## src/core/periph_irq_pkg.sv

```systemverilog
// Package with register selects, field positions and masks of the peripheral interrupt registers.
package periph_irq_pkg;

   // Register selects on the core register port (no offsets are printed, so these are local codes).
   localparam logic [1:0] SEL_ENABLE_A = 2'h0;
   localparam logic [1:0] SEL_ENABLE_B = 2'h1;
   localparam logic [1:0] SEL_FLAGS_A  = 2'h2;
   localparam logic [1:0] SEL_FLAGS_B  = 2'h3;

   // Field positions in the first pair of registers.
   localparam int BIT_T1_GATE     = 7;
   localparam int BIT_ADC_DONE    = 6;
   localparam int BIT_LIMIT_TIMER = 2;
   localparam int BIT_T2_MATCH    = 1;
   localparam int BIT_T1_ROLLOVER = 0;

   // Field positions in the second pair of registers.
   localparam int BIT_CMP_B        = 5;
   localparam int BIT_CMP_A        = 4;
   localparam int BIT_COMP_OUT_GEN = 2;
   localparam int BIT_CAPCMP       = 0;

   // Implemented-bit masks; every other bit reads as zero.
   localparam logic [7:0] MASK_A = 8'hC7;
   localparam logic [7:0] MASK_B = 8'h35;

   // Reset value of all four registers.
   localparam logic [7:0] RESET_VALUE = 8'h00;

   // Operating modes of the capture/compare unit.
   typedef enum logic [1:0] {
      CCP_CAPTURE,
      CCP_COMPARE,
      CCP_PWM,
      CCP_OFF
   } ccp_mode_t;

endpackage

```

## src/core/periph_irq_if.sv

```systemverilog
// Interface joining the peripheral event side to the interrupt flag and enable block.
`timescale 1ns/1ps
`default_nettype none
interface periph_irq_if;
   import periph_irq_pkg::*;

   logic       t1_gate_evt;     // Timer1 gate event pulse.
   logic       adc_done_evt;    // Conversion complete pulse.
   logic       limit_timer_evt; // Limit timer count equals its period.
   logic       t2_match_evt;    // Timer2 count equals its period.
   logic       t1_rollover_evt; // Timer1 16-bit rollover pulse.
   logic       cmp_a_output;    // Comparator A output level.
   logic       cmp_b_output;    // Comparator B output level.
   logic       cog_shutdown_evt;// Output generator auto-shutdown request.
   logic       capcmp_evt;      // Capture or compare match pulse.
   ccp_mode_t  ccp_mode;        // Current capture/compare mode.

   modport source (
      output t1_gate_evt, adc_done_evt, limit_timer_evt, t2_match_evt, t1_rollover_evt,
      output cmp_a_output, cmp_b_output, cog_shutdown_evt, capcmp_evt, ccp_mode
   );
   modport flags (
      input t1_gate_evt, adc_done_evt, limit_timer_evt, t2_match_evt, t1_rollover_evt,
      input cmp_a_output, cmp_b_output, cog_shutdown_evt, capcmp_evt, ccp_mode
   );
endinterface
`default_nettype wire

```

## src/core/periph_irq_flags.sv

```systemverilog
// Core end: peripheral interrupt enable and flag registers with the request to the core.
`timescale 1ns/1ps
`default_nettype none
module periph_irq_flags
   import periph_irq_pkg::*;
(
   // Clock and reset.
   input  wire logic       clk_sys_i,
   input  wire logic       rst_b_i,
   // Core register port.
   input  wire logic [1:0] reg_sel_i,
   input  wire logic       reg_wr_i,
   input  wire logic [7:0] reg_wdata_i,
   output logic      [7:0] reg_rdata_o,
   // Enables held in the core interrupt control register.
   input  wire logic       periph_master_irq_en_i,
   input  wire logic       global_irq_en_i,
   // Interrupt request toward the core.
   output logic            periph_irq_o,
   // Link from the peripherals.
   periph_irq_if.flags     link
);

   // Register state.
   logic [7:0] enable_a_q; // First enable register.
   logic [7:0] enable_b_q; // Second enable register.
   logic [7:0] flags_a_q;  // First flag register.
   logic [7:0] flags_b_q;  // Second flag register.
   logic [7:0] set_a;      // Hardware set vector for the first flags.
   logic [7:0] set_b;      // Hardware set vector for the second flags.
   logic       cmp_a_prev_q; // Last comparator A level, for change detection.
   logic       cmp_b_prev_q; // Last comparator B level.
   logic       cmp_settle_q; // High once the link carries a sampled level rather than its reset value.
   logic       cmp_primed_q; // High once the history holds a sampled level as well.

   // Comparator history. The source end registers the levels once more, so on the first edge
   // after release the link still shows its reset level, and the history holds a real level
   // only one edge later. Change detection waits for both, so a comparator that idles high
   // does not fake a change when reset is released; the cost is that the level present at
   // release is taken as the starting point and is never flagged by itself.
   always_ff @(posedge clk_sys_i)
   begin
      if (!rst_b_i)
      begin
         // History and priming restart together.
         cmp_a_prev_q <= 1'b0;
         cmp_b_prev_q <= 1'b0;
         cmp_settle_q <= 1'b0;
         cmp_primed_q <= 1'b0;
      end
      else
      begin
         // Levels are tracked every cycle; priming ripples through two stages.
         cmp_a_prev_q <= link.cmp_a_output;
         cmp_b_prev_q <= link.cmp_b_output;
         cmp_settle_q <= 1'b1;
         cmp_primed_q <= cmp_settle_q;
      end
   end

   // Set vectors are built with no regard to any enable bit, so a flag records an event
   // even while the core has it masked. Each bit is a one-cycle strobe here; a level held
   // for several cycles just sets the same flag again, which is harmless because the flags
   // are sticky.
   always_comb
   begin
      set_a = 8'h00;
      set_b = 8'h00;
      // First flags: timer, gate and conversion strobes.
      set_a[BIT_T1_GATE]     = link.t1_gate_evt;
      set_a[BIT_ADC_DONE]    = link.adc_done_evt;
      set_a[BIT_LIMIT_TIMER] = link.limit_timer_evt;
      set_a[BIT_T2_MATCH]    = link.t2_match_evt;
      set_a[BIT_T1_ROLLOVER] = link.t1_rollover_evt;
      // Second flags: a comparator flags any change of its level once primed.
      set_b[BIT_CMP_B] = cmp_primed_q && (link.cmp_b_output != cmp_b_prev_q);
      set_b[BIT_CMP_A] = cmp_primed_q && (link.cmp_a_output != cmp_a_prev_q);
      // Shutdown requests are plain strobes; capture/compare depends on the mode.
      set_b[BIT_COMP_OUT_GEN] = link.cog_shutdown_evt;
      // PWM and idle modes leave the flag unused.
      set_b[BIT_CAPCMP] = link.capcmp_evt &&
                          (link.ccp_mode == CCP_CAPTURE || link.ccp_mode == CCP_COMPARE);
   end

   // Enable registers: plain read/write of the implemented bits only. The unused bits are
   // dropped on the way in and masked again on the way out, so the stored state itself
   // never holds a bit that could be mistaken for an enable. Software should clear a flag
   // before it sets the matching enable, or a stale event asks at once.
   always_ff @(posedge clk_sys_i)
   begin
      if (!rst_b_i)
      begin
         // Every interrupt source starts masked.
         enable_a_q <= RESET_VALUE;
         enable_b_q <= RESET_VALUE;
      end
      else if (reg_wr_i)
      begin
         // A write touches only the register that the select names.
         if (reg_sel_i == SEL_ENABLE_A)
         begin
            // First enable register.
            enable_a_q <= reg_wdata_i & MASK_A;
         end
         if (reg_sel_i == SEL_ENABLE_B)
         begin
            // Second enable register.
            enable_b_q <= reg_wdata_i & MASK_B;
         end
      end
   end

   // Flag registers: software may write either value, but a hardware set in the
   // same cycle wins so an event coinciding with a clear is never lost. Writing a
   // one sets a flag as well, which lets software raise a request for test; the
   // flags latch with no regard to any enable, so a stale event waits here.
   always_ff @(posedge clk_sys_i)
   begin
      if (!rst_b_i)
      begin
         // No event is pending after reset.
         flags_a_q <= RESET_VALUE;
         flags_b_q <= RESET_VALUE;
      end
      else
      begin
         if (reg_wr_i && reg_sel_i == SEL_FLAGS_A)
         begin
            // Software write to the first flags, merged with this cycle's events.
            flags_a_q <= (reg_wdata_i | set_a) & MASK_A;
         end
         else
         begin
            // Flags are sticky: they only gather new events.
            flags_a_q <= (flags_a_q | set_a) & MASK_A;
         end
         if (reg_wr_i && reg_sel_i == SEL_FLAGS_B)
         begin
            // Software write to the second flags, merged with this cycle's events.
            flags_b_q <= (reg_wdata_i | set_b) & MASK_B;
         end
         else
         begin
            // Sticky as above.
            flags_b_q <= (flags_b_q | set_b) & MASK_B;
         end
      end
   end

   // Read data is registered; it shows the selected register one cycle after selection.
   // Reads have no side effects, so a flag is never lost to a read that races an event,
   // and the unused bits are forced low once more on the way out.
   always_ff @(posedge clk_sys_i)
   begin
      if (!rst_b_i)
      begin
         // The bus reads zero while in reset.
         reg_rdata_o <= RESET_VALUE;
      end
      else
      begin
         // All four select codes are in use, so no default is needed.
         unique case (reg_sel_i)
            SEL_ENABLE_A: reg_rdata_o <= enable_a_q & MASK_A;
            SEL_ENABLE_B: reg_rdata_o <= enable_b_q & MASK_B;
            SEL_FLAGS_A:  reg_rdata_o <= flags_a_q & MASK_A;
            SEL_FLAGS_B:  reg_rdata_o <= flags_b_q & MASK_B;
         endcase
      end
   end

   // Request to the core. It is registered so the output comes from a flip-flop;
   // the cost is one cycle of latency from flag or enable to request. Both core
   // enables gate the request here, never the flags, so clearing either enable
   // hides a pending event without losing it.
   always_ff @(posedge clk_sys_i)
   begin
      if (!rst_b_i)
      begin
         // No request while in reset.
         periph_irq_o <= 1'b0;
      end
      else
      begin
         // Any enabled pending flag asks, if the core lets peripherals through.
         periph_irq_o <= (|(flags_a_q & enable_a_q) || |(flags_b_q & enable_b_q))
                         && periph_master_irq_en_i && global_irq_en_i;
      end
   end

endmodule
`default_nettype wire

```

## src/flat_wrapper.sv

```systemverilog
// flat-port wrapper written by rule: the top's interface ports become plain ports
module periph_irq_flags_flat import periph_irq_pkg::*;
  (clk_sys_i, rst_b_i, reg_sel_i, reg_wr_i, reg_wdata_i, reg_rdata_o, periph_master_irq_en_i, global_irq_en_i, periph_irq_o, link_t1_gate_evt, link_adc_done_evt, link_limit_timer_evt, link_t2_match_evt, link_t1_rollover_evt, link_cmp_a_output, link_cmp_b_output, link_cog_shutdown_evt, link_capcmp_evt, link_ccp_mode);
  periph_irq_if link_i ();
  input  wire logic clk_sys_i;
  input  wire logic rst_b_i;
  input  wire logic [1:0] reg_sel_i;
  input  wire logic reg_wr_i;
  input  wire logic [7:0] reg_wdata_i;
  output logic      [7:0] reg_rdata_o;
  input  wire logic periph_master_irq_en_i;
  input  wire logic global_irq_en_i;
  output logic periph_irq_o;
  input wire logic [$bits(link_i.t1_gate_evt)-1:0] link_t1_gate_evt;
  input wire logic [$bits(link_i.adc_done_evt)-1:0] link_adc_done_evt;
  input wire logic [$bits(link_i.limit_timer_evt)-1:0] link_limit_timer_evt;
  input wire logic [$bits(link_i.t2_match_evt)-1:0] link_t2_match_evt;
  input wire logic [$bits(link_i.t1_rollover_evt)-1:0] link_t1_rollover_evt;
  input wire logic [$bits(link_i.cmp_a_output)-1:0] link_cmp_a_output;
  input wire logic [$bits(link_i.cmp_b_output)-1:0] link_cmp_b_output;
  input wire logic [$bits(link_i.cog_shutdown_evt)-1:0] link_cog_shutdown_evt;
  input wire logic [$bits(link_i.capcmp_evt)-1:0] link_capcmp_evt;
  input wire logic [$bits(link_i.ccp_mode)-1:0] link_ccp_mode;
  assign link_i.t1_gate_evt = link_t1_gate_evt;
  assign link_i.adc_done_evt = link_adc_done_evt;
  assign link_i.limit_timer_evt = link_limit_timer_evt;
  assign link_i.t2_match_evt = link_t2_match_evt;
  assign link_i.t1_rollover_evt = link_t1_rollover_evt;
  assign link_i.cmp_a_output = link_cmp_a_output;
  assign link_i.cmp_b_output = link_cmp_b_output;
  assign link_i.cog_shutdown_evt = link_cog_shutdown_evt;
  assign link_i.capcmp_evt = link_capcmp_evt;
  assign link_i.ccp_mode = link_ccp_mode;
  periph_irq_flags u_core (.clk_sys_i(clk_sys_i), .rst_b_i(rst_b_i), .reg_sel_i(reg_sel_i), .reg_wr_i(reg_wr_i), .reg_wdata_i(reg_wdata_i), .reg_rdata_o(reg_rdata_o), .periph_master_irq_en_i(periph_master_irq_en_i), .global_irq_en_i(global_irq_en_i), .periph_irq_o(periph_irq_o), .link(link_i));
endmodule
```

## config.mk

```make
export PLATFORM = sky130hd
export DESIGN_NAME = periph_irq_flags_flat
export DESIGN_NICKNAME = d
export VERILOG_FILES = /design/src/core/periph_irq_pkg.sv /design/src/core/periph_irq_if.sv /design/src/core/periph_irq_flags.sv /design/src/flat_wrapper.sv
export SDC_FILE = /design/constraint.sdc
export NUM_CORES = 1
export LEC_CHECK = 0
export ABC_AREA = 0
export BUFFER_PORTS_ARGS = -buffer_cell sky130_fd_sc_hd__buf_2
export CELL_PAD_IN_SITES_DETAIL_PLACEMENT = 0
export CELL_PAD_IN_SITES_GLOBAL_PLACEMENT = 2
export CORE_MARGIN = 5
export CORE_UTILIZATION = 28
export DETAILED_ROUTE_END_ITERATION = 16
export GPL_ROUTABILITY_DRIVEN = 0
export PLACE_DENSITY_LB_ADDON = 0.05
export SLEW_MARGIN = 25
export SYNTH_ARGS = -nofsm -noshare
export SYNTH_HDL_FRONTEND = slang
export SYNTH_SLANG_ARGS = --single-unit
```

## constraint.sdc

```tcl
create_clock -name clk_sys_i -period 1.1 [get_ports clk_sys_i]
set_clock_uncertainty 0.1 [all_clocks]
set_input_delay 0 -clock clk_sys_i [delete_from_list [all_inputs] [get_ports clk_sys_i]]
set_output_delay 0 -clock clk_sys_i [all_outputs]
set_load 0.02 [all_outputs]
```

==> results of run 1 <==
[worst max-delay path by stage]
stage          depth (start not counted)                     to  slack, ps
6_report                               2  u_core.reg_rdata_o[0]        -20
5_1_grt                                3    u_core.periph_irq_o        -50
4_1_cts                                2  u_core.reg_rdata_o[0]        -30
3_5_place_dp                           4    u_core.flags_a_q[1]        -40
3_3_place_gp                           3  u_core.reg_rdata_o[0]        -40
2_1_floorplan                          2  u_core.reg_rdata_o[0]         -3
[worst reg2reg max path: cells and delay by family, from the launching register on]
| family | cells | cell delay (ps) |
|---|---|---|
| mux | 1 | 460 |
| flops | 1 | 320 |
| simple gates | 1 | 140 |
[power by group]
part	internal [mW]	total [mW]	switching [mW]	leakage, nW
logic	0.208	0.340	0.133	0.552
registers	1.14	1.17	0.0296	0.248
clock network	0.481	0.858	0.377	0.0431
total	1.83	2.37	0.540	0.842
[state kept, by name (all words and copies together) (netlist names), 4 cells and up]
| name | count |
|---|---|
| u_core.flags_b_q | 4 |
| u_core.enable_b_q | 4 |
| u_core.enable_a_q | 5 |
| u_core.reg_rdata_o | 7 |
| u_core.flags_a_q | 5 |
[Yosys cell counts (all sizes together)]
library cell and instances:
clkbuf 2, dfxtp 30, a222oi 1, xor2 2, a21boi 3, nor3b 1
nor2 5, nand3 2, conb 1, and3 1, nand3b 2, o21a 6
mux2 6, mux4 2, and2 5, mux2i 17, a21oi 1, buf 3
nor2b 9, nand2b 2, nand2 3, a22oi 3
[cell type report]
class	count	area [um^2]
Timing Repair Buffer	67	475
Multi-Input combinational cell	72	612
Tap cell	52	65.1
Fill cell	449	2480
Sequential cell	30	606
Clock buffer	6	82.6
[metrics by stage]
stage / hold WS (ps) / cells
after CTS: 101 / 227
after global routing: 135 / 227
after floorplan: -72.3 / 107
final: 103 / 227
after detailed placement: 119 / 200
after global placement: 111 / 200
[repair_timing]
item                                   4_1_cts  5_1_grt
resized for setup                            4        2
endpoints found under the hold margin       24        0
setup endpoints to repair                    3        3
pin swaps                                    2        0
hold buffers                                20        0
buffers inserted                             1        0
[routing by layer]
metal  up-vias  wire length, um  track usage
met5         -                0            0
met2        23             1290        0.153
met3         6              157       0.0449
met4         0               48       0.0420
li1        508                -            -
met1       441             1310        0.131
[logic make-up after synthesis]
| group | share of synthesized area |
|---|---|
| DFF | 0.485 |
| and+or+nand+nor | 0.160 |
| muxes | 0.228 |
| AOI/OAI and AO/OA | 0.0848 |
| buffers and inverters | 0.0253 |
| xor gates and xnor gates | 0.0141 |
| other | 0.00303 |
==> qor.yml, run 1 <==
clk_pin_slew_ps: 60
initial_core_util: 0.286
critPathLaunch: "u_core.flags_b_q[0]"
yosysSeqAreaShare: 0.485
crit_chain: "mux4_2, and2_4"
grt_max_degree: 11
io_buffer_count: 31
worst_setup_path_end_kind: "flop"
synth_warnings: 0
die_h_um: 76.5
ys_seq_elements: 30
yosysUniqueCellTypes: 26
drive_gt1_frac: 0.366
ys_top_cells_by_area: "dfxtp_1 48%, mux2i_1 14%, mux2_1 5.5%"
final-hold-violation-count: 0
hold_class: "input pin to flop"
dp_worst_setup_slack_ps: -41.4
setup_ws_ps: -22.8
worst-setup-path-type: "flop to flop"
grt_pass1_vias: 974
synth_top_area_frac: 0.485
finalSetupTns_ps: -48.8
crit_family: "multiplexers"
crit_slowest_cell: "mux4_2"
hpwl_mm: 2.18
max-cap-violations: 0
vias: 978
mostFrequentLayoutCell: "buf_2"
dr.pass1.iters: 4
fin_nets: 202
die_area_mm2: 0.00585
maxSlewViolCount: 0
whs_endpoint: "u_core.reg_rdata_o[4]"
hp-start: "reg_sel_i[0]"
syn_area_mm2: 0.00124
syn_inst: 107
finalWirelength_mm: 2.81
ios: 35
htree_levels: 2
utilization: 0.426
arrival_ps: 1200
final_cell_mix: "31 x buf_2, 26 x dfxtp_1, 20 x dlygate4sd3_1"
p_leak_nw: 0.842
power_mw: 2.37
wire_per_inst_um: 12.4
regToRegEndpoint: "u_core.reg_rdata_o[0]"
r2r-start: "u_core.flags_b_q[0]"
timing.fmax_mhz: 891
vdd_drop_max_v: 0.00102
yosys.area.top_type: "dfxtp_1"
cts_tree: "built"
worst-r2r-setup-slack_ps: -20
clk_latency_ps: 270
crit_path_max_fanout: 2
fin_crit_ps: 1120
cts_root_buffer: "clkbuf_8"
antenna_found_initial: 0
grt_setup_unrepaired: "yes"
clk_path_buf_depth: 2
powerDensity_mw_per_mm2: 1290
grt-ovfl-total: 0
drt_iter0_drc: 82
max_stage_delay_ps: 460
worstPathRequired_ps: 1180
grt_use_total: 0.103
grt_pass1_wl_mm: 4.74
reg2reg_depth: 2
route.detailed.drc: 0
n_antenna_cell: 0
std_cell_rows: 24
numCtsBuffers: 5
syn_avg_cell_area_um2: 11.6
violations: "setup timing"
clock_sinks: 30
critPathBufInv: 0
place_area_mm2: 0.00154
finalCritPeriodShare: 1.02
status: "complete, but fails checks"
start_kind: "flop"
fin_area_mm2: 0.00184
synthToLayoutAreaGrowth_pct: 48.6
min_path_cells: 4
syn-num-nets: 133
core_mm2: 0.00432
via_per_inst: 4.31
finalSetupViolations: 3
drtAntennaViolNets: 0
die_w_um: 76.5
Note: power is estimated with default switching activity, not from simulation.
==> inputs of run 2 (changes only) <==
--- a/config.mk
+++ b/config.mk
@@ -10,10 +10,12 @@
 export CELL_PAD_IN_SITES_DETAIL_PLACEMENT = 0
 export CELL_PAD_IN_SITES_GLOBAL_PLACEMENT = 2
 export CORE_MARGIN = 5
-export CORE_UTILIZATION = 28
+export CORE_UTILIZATION = 30
+export CTS_BUF_LIST = sky130_fd_sc_hd__clkbuf_4
 export DETAILED_ROUTE_END_ITERATION = 16
 export GPL_ROUTABILITY_DRIVEN = 0
 export PLACE_DENSITY_LB_ADDON = 0.05
+export SKIP_CTS_REPAIR_TIMING = 1
 export SLEW_MARGIN = 25
 export SYNTH_ARGS = -nofsm -noshare
 export SYNTH_HDL_FRONTEND = slang
==> run 2 against run 1 <==
  * Highest routed layer unchanged
  * Wire length rose by 5.7%
  * Cell area fell by 1.8%
  * Via count rose by 3.0%
  * Global-route usage rose by 1.2 points
  * Power fell by 12%
  * First-iteration DRC count fell by 67%
  * The flow still finishes with violations (setup timing)
  * Count of clock-buffer cells in the layout fell by 1
  * Maximum frequency fell by 4.8%
  * Register-to-register slack got worse by 60 ps
==> qor.yml, run 2 (synthesis gave the netlist of run 1 again) <==
violations: "setup timing"  # unchanged
vias: 1007  # was 978
maxSlewViolCount: 0  # unchanged
fin_nets: 202  # unchanged
worst-r2r-setup-slack_ps: -80  # was -20 ps
min_path_cells: 2  # was 4
htree_levels: 2  # unchanged
numCtsBuffers: 5  # unchanged
grt_pass1_wl_mm: 4.71  # was 4.74 mm
top_regs: "u_core.reg_rdata_o: 7 flops, u_core.enable_a_q: 5 flops, u_core.flags_a_q: 5 flops"  # unchanged
fin_crit_ps: 1180  # was 1120 ps
wire_per_inst_um: 13.2  # was 12.4 um
worst-setup-path-type: "flop to flop"  # unchanged
clk_pin_slew_ps: 80  # was 60 ps
max_stage_delay_ps: 460  # about the same
reg2reg_depth: 2  # unchanged
grt-ovfl-total: 0  # unchanged
combPwrFrac: 0.168  # was 0.144
timing.fmax_mhz: 847  # was 891 MHz
clk_path_buf_depth: 2  # unchanged
worstPathRequired_ps: 1210  # was 1180 ps
via_per_inst: 4.48  # was 4.31
cts_root_buffer: "clkbuf_4"  # was clkbuf_8
crit_chain: "mux4_2, and2_1"  # was mux4_2, and2_4
final_cell_mix: "31 x buf_2, 24 x dfxtp_1, 20 x dlygate4sd3_1"  # was 31 x buf_2, 26 x dfxtp_1, 20 x dlygate4sd3_1
status: "complete, but fails checks"  # unchanged
power.switching_mw: 0.516  # was 0.540 mW
hpwl_mm: 2.17  # was 2.18 mm
grt_max_degree: 28  # was 11
grt_pass1_vias: 1003  # was 974
drtAntennaViolNets: 0  # unchanged
grt_use_total: 0.115  # was 0.103
crit_slowest_cell: "mux4_2"  # unchanged
largest_reg_flops: 7  # unchanged
initial_core_util: 0.310  # was 0.286
finalWirelength_mm: 2.97  # was 2.81 mm
finalSetupViolations: 4  # was 3
start_kind: "flop"  # unchanged
die_w_um: 74.3  # was 76.5 um
die_h_um: 74.3  # was 76.5 um
antenna_found_initial: 0  # unchanged
power_mw: 2.09  # was 2.37 mW
worst_setup_path_end_kind: "flop"  # unchanged
std_cell_rows: 23  # was 24
route.detailed.drc: 0  # unchanged
grt_setup_unrepaired: "yes"  # unchanged
vdd_drop_max_v: 0.000812  # was 0.00102 V
dr.pass1.iters: 5  # was 4
max-cap-violations: 0  # unchanged
clk_latency_ps: 310  # was 270 ps
core_mm2: 0.00400  # was 0.00432 mm^2
switching_share: 0.247  # was 0.228
seqPwrFrac: 0.562  # was 0.495
die_area_mm2: 0.00551  # was 0.00585 mm^2
internal_power_mw: 1.57  # was 1.83 mW
powerDensity_mw_per_mm2: 1150  # was 1290 mW/mm^2
hold_class: "input pin to flop"  # unchanged
ios: 35  # unchanged
drive_gt1_frac: 0.377  # was 0.366
synthToLayoutAreaGrowth_pct: 46.0  # was 48.6%
arrival_ps: 1290  # was 1200 ps
drt_iter0_drc: 27  # was 82
clock_sinks: 30  # unchanged
io_buffer_count: 31  # unchanged
setup_ws_ps: -80.0  # was -22.8 ps
mostFrequentLayoutCell: "buf_2"  # unchanged
finalSetupTns_ps: -144  # was -48.8 ps
n_antenna_cell: 0  # unchanged
final-hold-violation-count: 0  # unchanged
crit_path_max_fanout: 3  # was 2
cts_tree: "built"  # unchanged
p_leak_nw: 0.827  # was 0.842 nW
pwr-share-clk: 0.270  # was 0.362
top_register: "u_core.reg_rdata_o"  # unchanged
utilization: 0.452  # was 0.426
finalCritPeriodShare: 1.07  # was 1.02
dp_worst_setup_slack_ps: -73.8  # was -41.4 ps
## run 2: cell count changes in the layout (fill, tap and decap cells not counted), sizes merged
| cell | previous run | this run |
|---|---|---|
| clkinv | 0 | 1 |
| clkbuf | 6 | 5 |
## run 2: power groups by stage
stage	Clock (mW)	Combinational (mW)	Sequential (mW)
detailed placement	0	0.286	1.20
floorplan	0	0.152	1.20
global route	0.630	0.386	1.18
global placement	0	0.282	1.19
CTS	0.594	0.287	1.17
finish	0.563	0.350	1.17
## run 2: path summary, 6_finish.rpt
path | from | to
worst max-delay path | u_core.enable_a_q[2] | u_core.reg_rdata_o[2]
worst min-delay path | rst_b_i | u_core.flags_a_q[2]
worst min register to register | u_core.cmp_settle_q | u_core.cmp_primed_q
worst max register to register | u_core.enable_a_q[2] | u_core.reg_rdata_o[2]
## run 2: metrics by stage
step                instances  area, um^2  hold slack (ps)
global placement          198        1540              108
detailed placement        198        1540              117
floorplan                 107        1240            -72.3
finish                    225        1810             21.8
global route              225        1810             36.3
CTS                       204        1580             -229
## run 2: layout make-up
type	count	area (um^2)
Tap cell	50	62.6
Fill cell	416	2190
Timing Repair Buffer	67	479
Multi-Input combinational cell	72	617
Sequential cell	30	608
Clock buffer	5	37.5
Clock inverter	1	3.75
## run 2: per-layer routing
metal | wire length, um | part of all wire | GRT usage | vias up
met1 | 1350 | 0.45 | 0.144 | 471
li1 | - | - | - | 509
met3 | 144 | 0.049 | 0.0338 | 5
met4 | 44 | 0.015 | 0.0534 | 0
met2 | 1430 | 0.48 | 0.182 | 22
met5 | 0 | 0 | 0 | -
## run 2: worst max-delay path, delay by kind of cell, from the launching register on
kind | cells | cell delay [ps]
mux | 1 | 460
flops | 1 | 340
simple gates | 1 | 170
